## src/hdl/sync_tx_params.svh

```systemverilog
// Constants of the synchronous master transmitter
// Summary of operation
// - Two lines, data and clock, half-duplex.
// - No start or stop bits sent.
// - Clocked-mode bit selects synchronous operation.
// - Clock-source bit makes device shift-clock master.
// - Either receive enable set means receive mode.
// - Port enable clear makes port inactive.
// - Master drives clock pin, driver auto-enabled.
// - Data changes leading edge, sampled trailing.
// - Exactly one clock per data bit.
// - Transmit enables data driver; clock driver on in master mode.
// - Holding write starts; waits for shifter.
// - Empty shifter loads at once, shifting starts.
// - Bit holds until next leading edge.
// - Shift register has no address.
// - Transmit enable bit activates transmit mode.
// - Nine-bit select sends nine data bits.
// - Interrupt needs local, peripheral, global enables.
`ifndef SYNC_TX_PARAMS_SVH
`define SYNC_TX_PARAMS_SVH

// ==========================================================
// Register byte offsets
`define OFS_TX_STATUS   8'h00
`define OFS_RX_STATUS   8'h04
`define OFS_BAUD        8'h08
`define OFS_TX_HOLD     8'h0C
`define OFS_IRQ_ENABLE  8'h10
`define OFS_IRQ_FLAG    8'h14
`define OFS_CORE_IRQ    8'h18
`define OFS_PORT_DIR    8'h1C
`define OFS_PIN_LEVEL   8'h20

// ==========================================================
// Field positions
`define BIT_TRANSMIT_INTERRUPT_FLAG        4
`define BIT_TRANSMIT_INTERRUPT_ENABLE        4
`define BIT_GIE         7
`define BIT_PERIPHERAL_INTERRUPT_ENABLE        6
`define BIT_SHIFT_REGISTER_EMPTY_STATUS        1

// ==========================================================
// Reset values and counts
`define RST_BYTE        8'h00
`define RST_PORT_DIR    8'hFF
`define BITS_EIGHT      4'h8
`define BITS_NINE       4'h9
`define BIT_ONE         4'h1

`endif

```

## src/hdl/sync_tx_pkg.sv

```systemverilog
// Types of the synchronous master transmitter
package sync_tx_pkg;

    typedef struct packed {
        logic clock_source_master_select;
        logic tx9;
        logic transmit_enable_bit;
        logic sync;
        logic rsv;
        logic high_speed_baud_select;
        logic shift_register_empty_status;
        logic ninth_transmit_bit;
    } tx_status_s;

    typedef struct packed {
        logic       serial_port_enable;
        logic       rx9;
        logic       single_receive_enable;
        logic       continuous_receive_enable;
        logic       adden;
        logic [2:0] rsv;
    } rx_status_s;

    typedef enum logic {
        SH_IDLE,
        SH_SHIFT
    } shift_state_e;

endpackage

```

## src/hdl/sync_serial_master_transmitter.sv

```systemverilog
// Synchronous master transmit path with APB register access
`timescale 1ns/1ps
`default_nettype none
`include "sync_tx_params.svh"

module sync_serial_master_transmitter (
    input  wire logic        CLK,      // 25 MHz system clock
    input  wire logic        RST_N,    // Async reset, low
    input  wire logic        PSEL,     // APB select
    input  wire logic        PENABLE,  // APB access phase
    input  wire logic        PWRITE,   // APB direction
    input  wire logic [7:0]  PADDR,    // APB byte address
    input  wire logic [31:0] PWDATA,   // APB write data
    output logic      [31:0] PRDATA,   // APB read data
    output logic             PREADY,   // APB ready
    output logic             PSLVERR,  // Unmapped address
    input  wire logic        DT_I,     // Data pin level
    output logic             DT_O,     // Data pin drive
    output logic             DT_OE,    // Data pin enable
    input  wire logic        CK_I,     // Clock pin level
    output logic             CK_O,     // Clock pin drive
    output logic             CK_OE,    // Clock pin enable
    output logic             TX_IRQ    // Transmit interrupt
);

    // ======================================================
    // Register state
    sync_tx_pkg::tx_status_s tx_q, tx_d;
    sync_tx_pkg::rx_status_s rx_q, rx_d;
    logic [7:0]  baud_q, baud_d;
    logic [7:0]  ien_q, ien_d;
    logic [7:0]  core_q, core_d;
    logic [7:0]  pdir_q, pdir_d;
    logic [7:0]  hold_q, hold_d;
    logic        hold9_q, hold9_d;
    logic        full_q, full_d;
    logic [31:0] rdata_q, rdata_d;
    logic        err_q, err_d;
    logic [1:0]  pin_m_q, pin_s_q;

    // ======================================================
    // Shifter state
    sync_tx_pkg::shift_state_e st_q, st_d;
    logic [8:0]  tsr_q, tsr_d;
    logic [3:0]  cnt_q, cnt_d;
    logic [9:0]  div_q, div_d;
    logic        ph_q, ph_d;
    logic        ck_q, ck_d;
    logic        dt_q, dt_d;

    logic        setup;
    logic        wr_en;
    logic        hold_wr;
    logic        active;
    logic        master;
    logic        rx_mode;
    logic        tick;
    logic        load;
    logic        transmit_interrupt_flag;
    logic [9:0]  half;

    assign setup   = PSEL & ~PENABLE;
    assign wr_en   = PSEL & PENABLE & PWRITE;
    assign hold_wr = wr_en & (PADDR == `OFS_TX_HOLD);
    assign master  = rx_q.serial_port_enable & tx_q.sync & tx_q.clock_source_master_select;
    assign rx_mode = rx_q.single_receive_enable | rx_q.continuous_receive_enable;
    assign active  = master & ~rx_mode & tx_q.transmit_enable_bit;
    assign transmit_interrupt_flag    = ~full_q;
    // Half shift period, rate is clock over 4 times divisor plus one
    assign half    = {1'b0, baud_q, 1'b1};
    assign tick    = (div_q == 10'h000);
    assign load    = active & full_q
                   & ((st_q == sync_tx_pkg::SH_IDLE)
                   | (tick & ph_q & (cnt_q == `BIT_ONE)));

    // ======================================================
    // Pin synchroniser
    always_ff @(posedge CLK or negedge RST_N) begin
        if (!RST_N) begin
            pin_m_q <= 2'b00;
            pin_s_q <= 2'b00;
        end else begin
            pin_m_q <= {CK_I, DT_I};
            pin_s_q <= pin_m_q;
        end
    end

    // ======================================================
    // Register file next state
    always_comb begin
        tx_d    = tx_q;
        rx_d    = rx_q;
        baud_d  = baud_q;
        ien_d   = ien_q;
        core_d  = core_q;
        pdir_d  = pdir_q;
        hold_d  = hold_q;
        hold9_d = hold9_q;
        full_d  = full_q;
        rdata_d = rdata_q;
        err_d   = err_q;
        if (load) begin
            full_d = 1'b0;
        end
        if (!rx_q.serial_port_enable) begin
            full_d = 1'b0;
        end
        if (setup) begin
            err_d   = 1'b0;
            rdata_d = 32'h0000_0000;
            case (PADDR)
                `OFS_TX_STATUS: begin
                    rdata_d[7:0] = tx_q;
                    rdata_d[`BIT_SHIFT_REGISTER_EMPTY_STATUS] = (st_q == sync_tx_pkg::SH_IDLE);
                end
                `OFS_RX_STATUS:  rdata_d[7:0] = rx_q;
                `OFS_BAUD:       rdata_d[7:0] = baud_q;
                `OFS_TX_HOLD:    rdata_d[7:0] = `RST_BYTE;
                `OFS_IRQ_ENABLE: rdata_d[7:0] = ien_q;
                `OFS_IRQ_FLAG:   rdata_d[`BIT_TRANSMIT_INTERRUPT_FLAG] = transmit_interrupt_flag;
                `OFS_CORE_IRQ:   rdata_d[7:0] = core_q;
                `OFS_PORT_DIR:   rdata_d[7:0] = pdir_q;
                `OFS_PIN_LEVEL:  rdata_d[1:0] = pin_s_q;
                default:         err_d = 1'b1;
            endcase
        end
        if (wr_en) begin
            case (PADDR)
                `OFS_TX_STATUS: begin
                    tx_d      = PWDATA[7:0];
                    tx_d.rsv  = 1'b0;
                    tx_d.shift_register_empty_status = 1'b0;
                end
                `OFS_RX_STATUS: begin
                    rx_d     = PWDATA[7:0];
                    rx_d.rsv = 3'b000;
                end
                `OFS_BAUD:       baud_d = PWDATA[7:0];
                `OFS_IRQ_ENABLE: ien_d  = PWDATA[7:0];
                `OFS_CORE_IRQ:   core_d = PWDATA[7:0];
                `OFS_PORT_DIR:   pdir_d = PWDATA[7:0];
                `OFS_TX_HOLD: begin
                    hold_d  = PWDATA[7:0];
                    hold9_d = tx_q.ninth_transmit_bit;
                    full_d  = rx_q.serial_port_enable;
                end
                default: ;
            endcase
        end
    end

    always_ff @(posedge CLK or negedge RST_N) begin
        if (!RST_N) begin
            tx_q    <= `RST_BYTE;
            rx_q    <= `RST_BYTE;
            baud_q  <= `RST_BYTE;
            ien_q   <= `RST_BYTE;
            core_q  <= `RST_BYTE;
            pdir_q  <= `RST_PORT_DIR;
            hold_q  <= `RST_BYTE;
            hold9_q <= 1'b0;
            full_q  <= 1'b0;
            rdata_q <= 32'h0000_0000;
            err_q   <= 1'b0;
        end else begin
            tx_q    <= tx_d;
            rx_q    <= rx_d;
            baud_q  <= baud_d;
            ien_q   <= ien_d;
            core_q  <= core_d;
            pdir_q  <= pdir_d;
            hold_q  <= hold_d;
            hold9_q <= hold9_d;
            full_q  <= full_d;
            rdata_q <= rdata_d;
            err_q   <= err_d;
        end
    end

    // ======================================================
    // Shifter next state
    // shift register never decoded on the bus
    always_comb begin
        st_d  = st_q;
        tsr_d = tsr_q;
        cnt_d = cnt_q;
        div_d = tick ? half : div_q - 10'h001;
        ph_d  = ph_q;
        ck_d  = ck_q;
        dt_d  = dt_q;
        case (st_q)
            sync_tx_pkg::SH_IDLE: begin
                ck_d = 1'b0;
            end
            sync_tx_pkg::SH_SHIFT: begin
                if (tick && !ph_q) begin
                    ck_d = 1'b0;
                    ph_d = 1'b1;
                end else if (tick) begin
                    ph_d = 1'b0;
                    if (cnt_q == `BIT_ONE) begin
                        // no extra clock after last bit
                        st_d = sync_tx_pkg::SH_IDLE;
                        ck_d = 1'b0;
                    end else begin
                        tsr_d = {1'b0, tsr_q[8:1]};
                        dt_d  = tsr_q[1];
                        cnt_d = cnt_q - `BIT_ONE;
                        ck_d  = 1'b1;
                    end
                end
            end
            default: st_d = sync_tx_pkg::SH_IDLE;
        endcase
        if (load) begin
            st_d  = sync_tx_pkg::SH_SHIFT;
            tsr_d = {hold9_q, hold_q};
            dt_d  = hold_q[0];
            cnt_d = tx_q.tx9 ? `BITS_NINE : `BITS_EIGHT;
            ck_d  = 1'b1;
            ph_d  = 1'b0;
            div_d = half;
        end
        if (!active) begin
            st_d = sync_tx_pkg::SH_IDLE;
            ck_d = 1'b0;
        end
    end

    always_ff @(posedge CLK or negedge RST_N) begin
        if (!RST_N) begin
            st_q  <= sync_tx_pkg::SH_IDLE;
            tsr_q <= 9'h000;
            cnt_q <= 4'h0;
            div_q <= 10'h000;
            ph_q  <= 1'b0;
            ck_q  <= 1'b0;
            dt_q  <= 1'b0;
        end else begin
            st_q  <= st_d;
            tsr_q <= tsr_d;
            cnt_q <= cnt_d;
            div_q <= div_d;
            ph_q  <= ph_d;
            ck_q  <= ck_d;
            dt_q  <= dt_d;
        end
    end

    // ======================================================
    // Outputs
    assign PRDATA  = rdata_q;
    assign PREADY  = 1'b1;
    assign PSLVERR = PSEL & PENABLE & err_q;
    // one data line, driven only when transmitting
    // clock driver on in master mode
    assign CK_OE   = master;
    assign CK_O    = ck_q;
    assign DT_OE   = active;
    assign DT_O    = dt_q;
    assign TX_IRQ  = transmit_interrupt_flag & ien_q[`BIT_TRANSMIT_INTERRUPT_ENABLE]
                   & core_q[`BIT_PERIPHERAL_INTERRUPT_ENABLE] & core_q[`BIT_GIE];
endmodule // sync_serial_master_transmitter

`default_nettype wire

```

## config.mk

```make
export PLATFORM = sky130hd
export DESIGN_NAME = sync_serial_master_transmitter
export DESIGN_NICKNAME = d
export VERILOG_FILES = /design/src/hdl/sync_tx_pkg.sv /design/src/hdl/sync_serial_master_transmitter.sv
export VERILOG_INCLUDE_DIRS = /design/src /design/src/hdl
export SDC_FILE = /design/constraint.sdc
export NUM_CORES = 1
export LEC_CHECK = 0
export BUFFER_PORTS_ARGS = -buffer_cell sky130_fd_sc_hd__buf_2
export CAP_MARGIN = 20
export CORE_ASPECT_RATIO = 0.9
export CORE_UTILIZATION = 25
export CTS_BUF_LIST = sky130_fd_sc_hd__clkbuf_8
export CTS_CLUSTER_SIZE = 10
export DETAILED_ROUTE_END_ITERATION = 10
export GPL_TIMING_DRIVEN = 1
export SYNTH_ARGS = -nofsm -noshare
export SYNTH_HDL_FRONTEND = slang
export SYNTH_SLANG_ARGS = --single-unit
```

## constraint.sdc

```tcl
create_clock -name CLK -period 2 [get_ports CLK]
set_clock_uncertainty 0.05 [all_clocks]
set_input_delay 0 -clock CLK [delete_from_list [all_inputs] [get_ports CLK]]
set_output_delay 0 -clock CLK [all_outputs]
set_load 0.01 [all_outputs]
```

# Word-level counts from Yosys, hierarchy flattened
# Cells that the tools add are included.
dict set report classes {
  addsub 2
  eq_ne 12
  mux 42
  bitwise 21
  n_reduce_logical 17
}
# operator count
set ops {}
lappend ops {{$mux W9} 5}
lappend ops {{$eq A8 B5 Y1 const B} 4}
lappend ops {{$mux W1} 25}
lappend ops {{$pmux W2 S6} 2}
lappend ops {{$mux W10} 2}
lappend ops {{$mux W4} 5}
lappend ops {{$pmux W3 S6} 1}
lappend ops {{$eq A8 B4 Y1 const B} 2}
lappend ops {{$reduce_and A2 Y1} 8}
lappend ops {{$and A1 B1 Y1} 15}
lappend ops {{$logic_not A10 Y1} 1}
lappend ops {{$sub A10 B1 Y10 const B} 1}
lappend ops {{$reduce_or A9 Y1} 1}
lappend ops {{$eq A8 B3 Y1 const B} 1}
lappend ops {{$eq A8 B6 Y1 const B} 1}
lappend ops {{$logic_not A8 Y1} 1}
lappend ops {{$pmux W1 S7} 1}
lappend ops {{$ne A5 B2 Y1 const B} 1}
lappend ops {{$eq A4 B1 Y1 const B} 1}
lappend ops {{$ne A2 B2 Y1 const B} 2}
lappend ops {{$not A1 Y1} 4}
lappend ops {{$reduce_and A4 Y1} 1}
lappend ops {{$reduce_bool A2 Y1} 2}
lappend ops {{$sub A4 B1 Y4 const B} 1}
lappend ops {{other kinds (5)} 6}
dict set report totals {
  reg_bits 93
  inputBits 47
  out_inout_bits 39
  wordCells 123
}

# Longest topological paths before layout
dict set report depth {
  word_depth 10
  depth_mapped 9
  mapped_depth_nobuf 7
}

# Worst setup path after synthesis
# Ideal clock, no wire load.
dict set report synth_path {
  path_type {register to register}
  start {register div_q[0]}
  end {register tsr_q[2]}
  t_arrival_ns 1.713
  required_time_ns 1.827
  slack_ns 0.114
  path_stages_with_launch 9
  path_buffers 1
  period_less_slack_ns 1.886
  path_cell_list {dfrtp_1 > inv_1 > ha_1 > nor3b_4 > nand3_4 > nor3_4 > buf_6 > mux2i_1 > a21oi_1}
}
dict set report synth_via {
  elab_chain_cells 7
}
# item line
set synth_lines {}
lappend synth_lines {{from (decl)} sync_serial_master_transmitter.sv:46} ;# logic [9:0] div_q, div_d;
lappend synth_lines {{from (signal assigned)} sync_serial_master_transmitter.sv:243} ;# div_q <= div_d;
lappend synth_lines {{$logic_not A10 Y1 *} sync_serial_master_transmitter.sv:71} ;# assign tick = (div_q == 10'h000);
lappend synth_lines {{$and A1 B1 Y1 (2 in series)} sync_serial_master_transmitter.sv:74} ;# | (tick & ph_q & (cnt_q == `BIT_ONE)));
lappend synth_lines {{$or A1 B1 Y1} sync_serial_master_transmitter.sv:73} ;# & ((st_q == sync_tx_pkg::SH_IDLE)
lappend synth_lines {{$and A1 B1 Y1} sync_serial_master_transmitter.sv:72} ;# assign load = active & full_q
lappend synth_lines {{$ne A2 B2 Y1 (no line) / $reduce_bool A2 Y1 (equally long branches)} -}
lappend synth_lines {{$reduce_and A4 Y1 (no line)} -}
lappend synth_lines {{to (signal assigned)} sync_serial_master_transmitter.sv:241} ;# tsr_q <= tsr_d;
lappend synth_lines {{to (decl)} sync_serial_master_transmitter.sv:44} ;# logic [8:0] tsr_q, tsr_d;
# Every way passes the cells marked *; elsewhere a longest branch is shown, timed or not.
# A chain may end at the register's enable or synchronous reset.

# Final worst setup path
dict set report layout_path {
  start {register cnt_q[1]}
  end {register tsr_q[5]}
}
dict set report layout_via {
  elab_chain_cells 6
}
# item line
set layout_lines {}
lappend layout_lines {{from (decl)} sync_serial_master_transmitter.sv:45} ;# logic [3:0] cnt_q, cnt_d;
lappend layout_lines {{from (signal assigned)} sync_serial_master_transmitter.sv:242} ;# cnt_q <= cnt_d;
lappend layout_lines {{$eq A4 B1 Y1 (no line) *} -}
lappend layout_lines {{$and A1 B1 Y1} sync_serial_master_transmitter.sv:74}
lappend layout_lines {{$or A1 B1 Y1} sync_serial_master_transmitter.sv:73}
lappend layout_lines {{$and A1 B1 Y1} sync_serial_master_transmitter.sv:72}
lappend layout_lines {{$ne A2 B2 Y1 (no line) / $reduce_bool A2 Y1 (equally long branches)} -}
lappend layout_lines {{$reduce_and A4 Y1 (no line)} -}
# Marked as above.

==> results.md <==
- Status: complete, no violations
- FF+latch count, synth: 92
- Largest delay share family, worst path: simple AND/OR/NAND/NOR gates
- Cell accounting for the most synthesized area: dfrtp_1
- Maximum vdd drop: 0.360 mV
- Slew at the pin closest to its max-slew limit: 0.587 ns
- Final Worst Setup Slack: 0.0444 ns
- CTS clk-pin slew, worst paths: 0.09 ns
- PD cells: 697 mW/mm²
- Worst path max stage delay: 0.35 ns
- Final hold slack: 0.0270 ns
- Leak Pwr: 0.00263 µW
- Sequential area share after synthesis: 51.0%
- Total CTS buffers: 9
- R2R Path Start: cnt_q[1]$_DFFE_PN0P_
- First-pass GRT wire length: 16700 µm
- Fin crit period: 1.96 ns
- Ys flop type: dfrtp_1
- Sequential power share: 54.8%
- Synth top area share: 46.4%
- Via-to-Cell Ratio: 4.60
- Die H: 130 µm
- Worst-path maximum fanout: 6
- Setup_tns: 0 ns
- Hpwl dp: 7950 µm
- Drt wl/cell: 15.3 µm
- Largest net degree at the start of global routing: 44
- Remaining global-route overflow: 0
- Vias in the first global route: 3106
- Fillers: 1798
- Initial DRT Pass Iterations: 4
- Antenna diodes: 0
- Total track usage: 11.9%
- Critical path arrival: 2.16 ns
- R2R cell count: 8
- Psw: 1010 µW
- Total of max-cap violations: 0
- Die area: 0.0187 mm²
- Clock Latency Late Sink: 0.37 ns
- Clock sinks: 92
- Normalized max-slew margin: 60.8%
- Initial Utilization: 25.7%
- Crit share post-route: 97.8%
- Hold Vio Cnt, Final: 0
- 1st-iter DRT viols: 181
- Longest Clk Path Bufs: 2
- Crit path required time: 2.20 ns
- Synth area leaders: dfrtp_1 46%, mux2_2 11%, dfstp_2 4.6%
- Netlist Area Pre-Place: 0.00453 mm²
- Gate power share: 10.6%
- Layout Nets: 508
- Core area: 0.0177 mm²
- P&R area growth vs syn: 21.5%
- Post-synthesis average cell area: 11.8 µm²
- Clock Power Share: 34.6%
- Final Max Tran Viols: 0
- Synth async-reset ratio: 100%
- Final-report setup violation count: 0
- Initial antenna violation count: 0
- Yosys cell types: 68
- Switching Share: 26.3%
- WL final: 10800 µm
- CTS tree: yes
- Residual DRC: 0
- Dpl ws: 0.0359 ns
- CTS Root Cell: clkbuf_8
- Number of H-tree levels: 3
- Startpoint types: register
- Worst path slowest cell: dfrtp_1
- Hold Path Class: primary input to register
- WP buf/inv: 2
- Int Pwr: 2830 µW
- Number of enable flip-flop cells after synthesis: 0
- RSZ-0062 raised after global routing: true
- Post-DRT Antenna Nets: 0
- Setup CP Type: register to register
- Hold Path Cell Cnt: 4
- Slack of the worst reg-to-reg path: 0.04 ns
- Cells after Synth: 384
- IO buf count: 36
- R2R Path End: tsr_q[5]$_DFFE_PN0P_
- WHS Endpoint: PRDATA[4]$_DFFE_PN0P_
- Synth Warn #: 0
- Worst hold path startpoint: PADDR[0]
- Crit end category: register
- Die width: 144 µm
- Ports: 86
- Std cell rows: 46
- Cells along the critical path: inv_1 > ha_2 > nor3b_2 > or2b_4 > nor3_4 > clkbuf_16 > mux2i_1 > a21oi_1
- Routability cong.: 0.853
- Share of cells above drive strength 1: 33.9%
- Vias: 3231
- FMAX: 0.511 GHz
registers in the layout, summed over array words and instances, names as in the netlist:
register  flops
hold_q        8
pin_s_q       2
err_q         1
rx_q          5
tx_q          6
ien_q         8
CK_O          1
pdir_q        8
div_q        10
core_q        8
baud_q        8
pin_m_q       2
cnt_q         4
st_q          1
hold9_q       1
PRDATA        8
ph_q          1
full_q        1
tsr_q         9
worst reg2reg max path: stages, from the launching register on:
cell	delay [ns]
dfrtp_1	0.35
inv_1	0.06
ha_2	0.18
nor3b_2	0.16
or2b_4	0.28
nor3_4	0.30
clkbuf_16	0.21
mux2i_1	0.17
a21oi_1	0.08
cell type report:
| class | count | area [µm²] | share of cell area [%] |
|---|---|---|---|
| clock inverter | 4 | 47.5 | 0.863 |
| sequential | 92 | 2310 | 42.0 |
| timing repair buffer | 77 | 593 | 10.8 |
| clock buffer | 12 | 165 | 3.00 |
| inverter | 10 | 37.5 | 0.682 |
| tap | 240 | 300 | 5.45 |
| multi-input combinational | 268 | 2050 | 37.3 |
timing repair:
| item | 4_1_cts | 5_1_grt |
|---|---|---|
| endpoints found under the setup margin | 0 | 23 |
| hold endpoints to repair | 93 | 0 |
| buffers inserted | 0 | 6 |
| gates resized for setup | 0 | 12 |
| hold buffers | 14 | 0 |
stage by stage:
| stage | std cells | utilization [%] | area [µm²] | power (µW) |
|---|---|---|---|---|
| after floorplan | 407 | - | 4620 | 2380 |
| after CTS | 696 | 30.5 | 5390 | 3870 |
| after detailed placement | 666 | 28.5 | 5040 | 2510 |
| after global routing | 703 | 31.2 | 5510 | 4000 |
| final | 703 | 31.2 | 5510 | 3840 |
| after global placement | 666 | 28.5 | 5040 | 2490 |
cells by family after synthesis:
family | after synthesis | share of synthesized area (%)
adder cells (fa/ha/maj) | 3 | 0.828
AND/OR/NAND/NOR | 102 | 13.5
XOR/XNOR | 10 | 1.93
AO/OA/AOI/OAI | 61 | 9.11
flip-flops | 92 | 51.0
buffers and inverters | 47 | 6.68
multiplexers | 67 | 16.8
other | 2 | 0.166
power by group through the flow:
| stage | clock network (µW) | logic [µW] | registers, µW |
|---|---|---|---|
| finish | 1330 | 409 | 2100 |
| global route | 1430 | 451 | 2120 |
| CTS | 1360 | 399 | 2100 |
| detailed placement | 0 | 377 | 2140 |
| global placement | 0 | 361 | 2130 |
| floorplan | 0 | 258 | 2120 |
cells in the final DEF (no fill, tap or decap), types with 4 or more instances in the layout:
| cell | count |
|---|---|
| dfrtp_1 | 84 |
| mux2_2 | 43 |
| nand2_1 | 20 |
| a22oi_1 | 5 |
| xnor2_1 | 9 |
| conb_1 | 25 |
| inv_1 | 9 |
| nor3_1 | 7 |
| mux2_1 | 10 |
| buf_4 | 23 |
| dfstp_2 | 8 |
| a31oi_1 | 5 |
| o21ai_0 | 4 |
| clkbuf_8 | 12 |
| mux2i_1 | 11 |
| dlygate4sd3_1 | 14 |
| buf_2 | 35 |
| a21oi_1 | 22 |
| buf_12 | 4 |
| nor2_1 | 27 |
| and3_1 | 6 |
routing by layer:
layer / track usage, % / wire length [µm] / vias to the layer above
met5: 0 / 0 / -
met4: 3.07 / 53 / 0
met3: 2.75 / 668 / 11
met2: 19.2 / 5230 / 110
met1: 16.0 / 4830 / 1627
li1: - / - / 1483
how the worst max path moves through the flow:
stage / startpoint / end / slack, ns / cells after the start
final: cnt_q[1]$_DFFE_PN0P_ / tsr_q[5]$_DFFE_PN0P_ / 0.04 / 8
after global routing: div_q[1]$_DFF_PN0_ / tsr_q[7]$_DFFE_PN0P_ / -0.07 / 8
after CTS: div_q[0]$_DFF_PN0_ / tsr_q[7]$_DFFE_PN0P_ / 0.006 / 8
after detailed placement: div_q[0]$_DFF_PN0_ / tsr_q[7]$_DFFE_PN0P_ / 0.04 / 8
after global placement: div_q[0]$_DFF_PN0_ / tsr_q[2]$_DFFE_PN0P_ / 0.08 / 8
after floorplan: div_q[0]$_DFF_PN0_ / tsr_q[2]$_DFFE_PN0P_ / 0.11 / 8
synthesized netlist by cell type (4+ instances only):
| library cell | instances |
|---|---|
| a31oi_1 | 5 |
| o21ai_0 | 4 |
| mux2_1 | 10 |
| xnor2_1 | 9 |
| mux2_2 | 43 |
| a21oi_1 | 22 |
| mux2i_1 | 12 |
| nand2_1 | 21 |
| dfstp_2 | 8 |
| and3_1 | 6 |
| dfrtp_1 | 84 |
| buf_2 | 5 |
| inv_1 | 10 |
| buf_4 | 26 |
| a22oi_1 | 5 |
| nor3_1 | 7 |
| nor3b_1 | 4 |
| nor2_1 | 27 |
No activity file was read; power rests on OpenSTA's default activity.
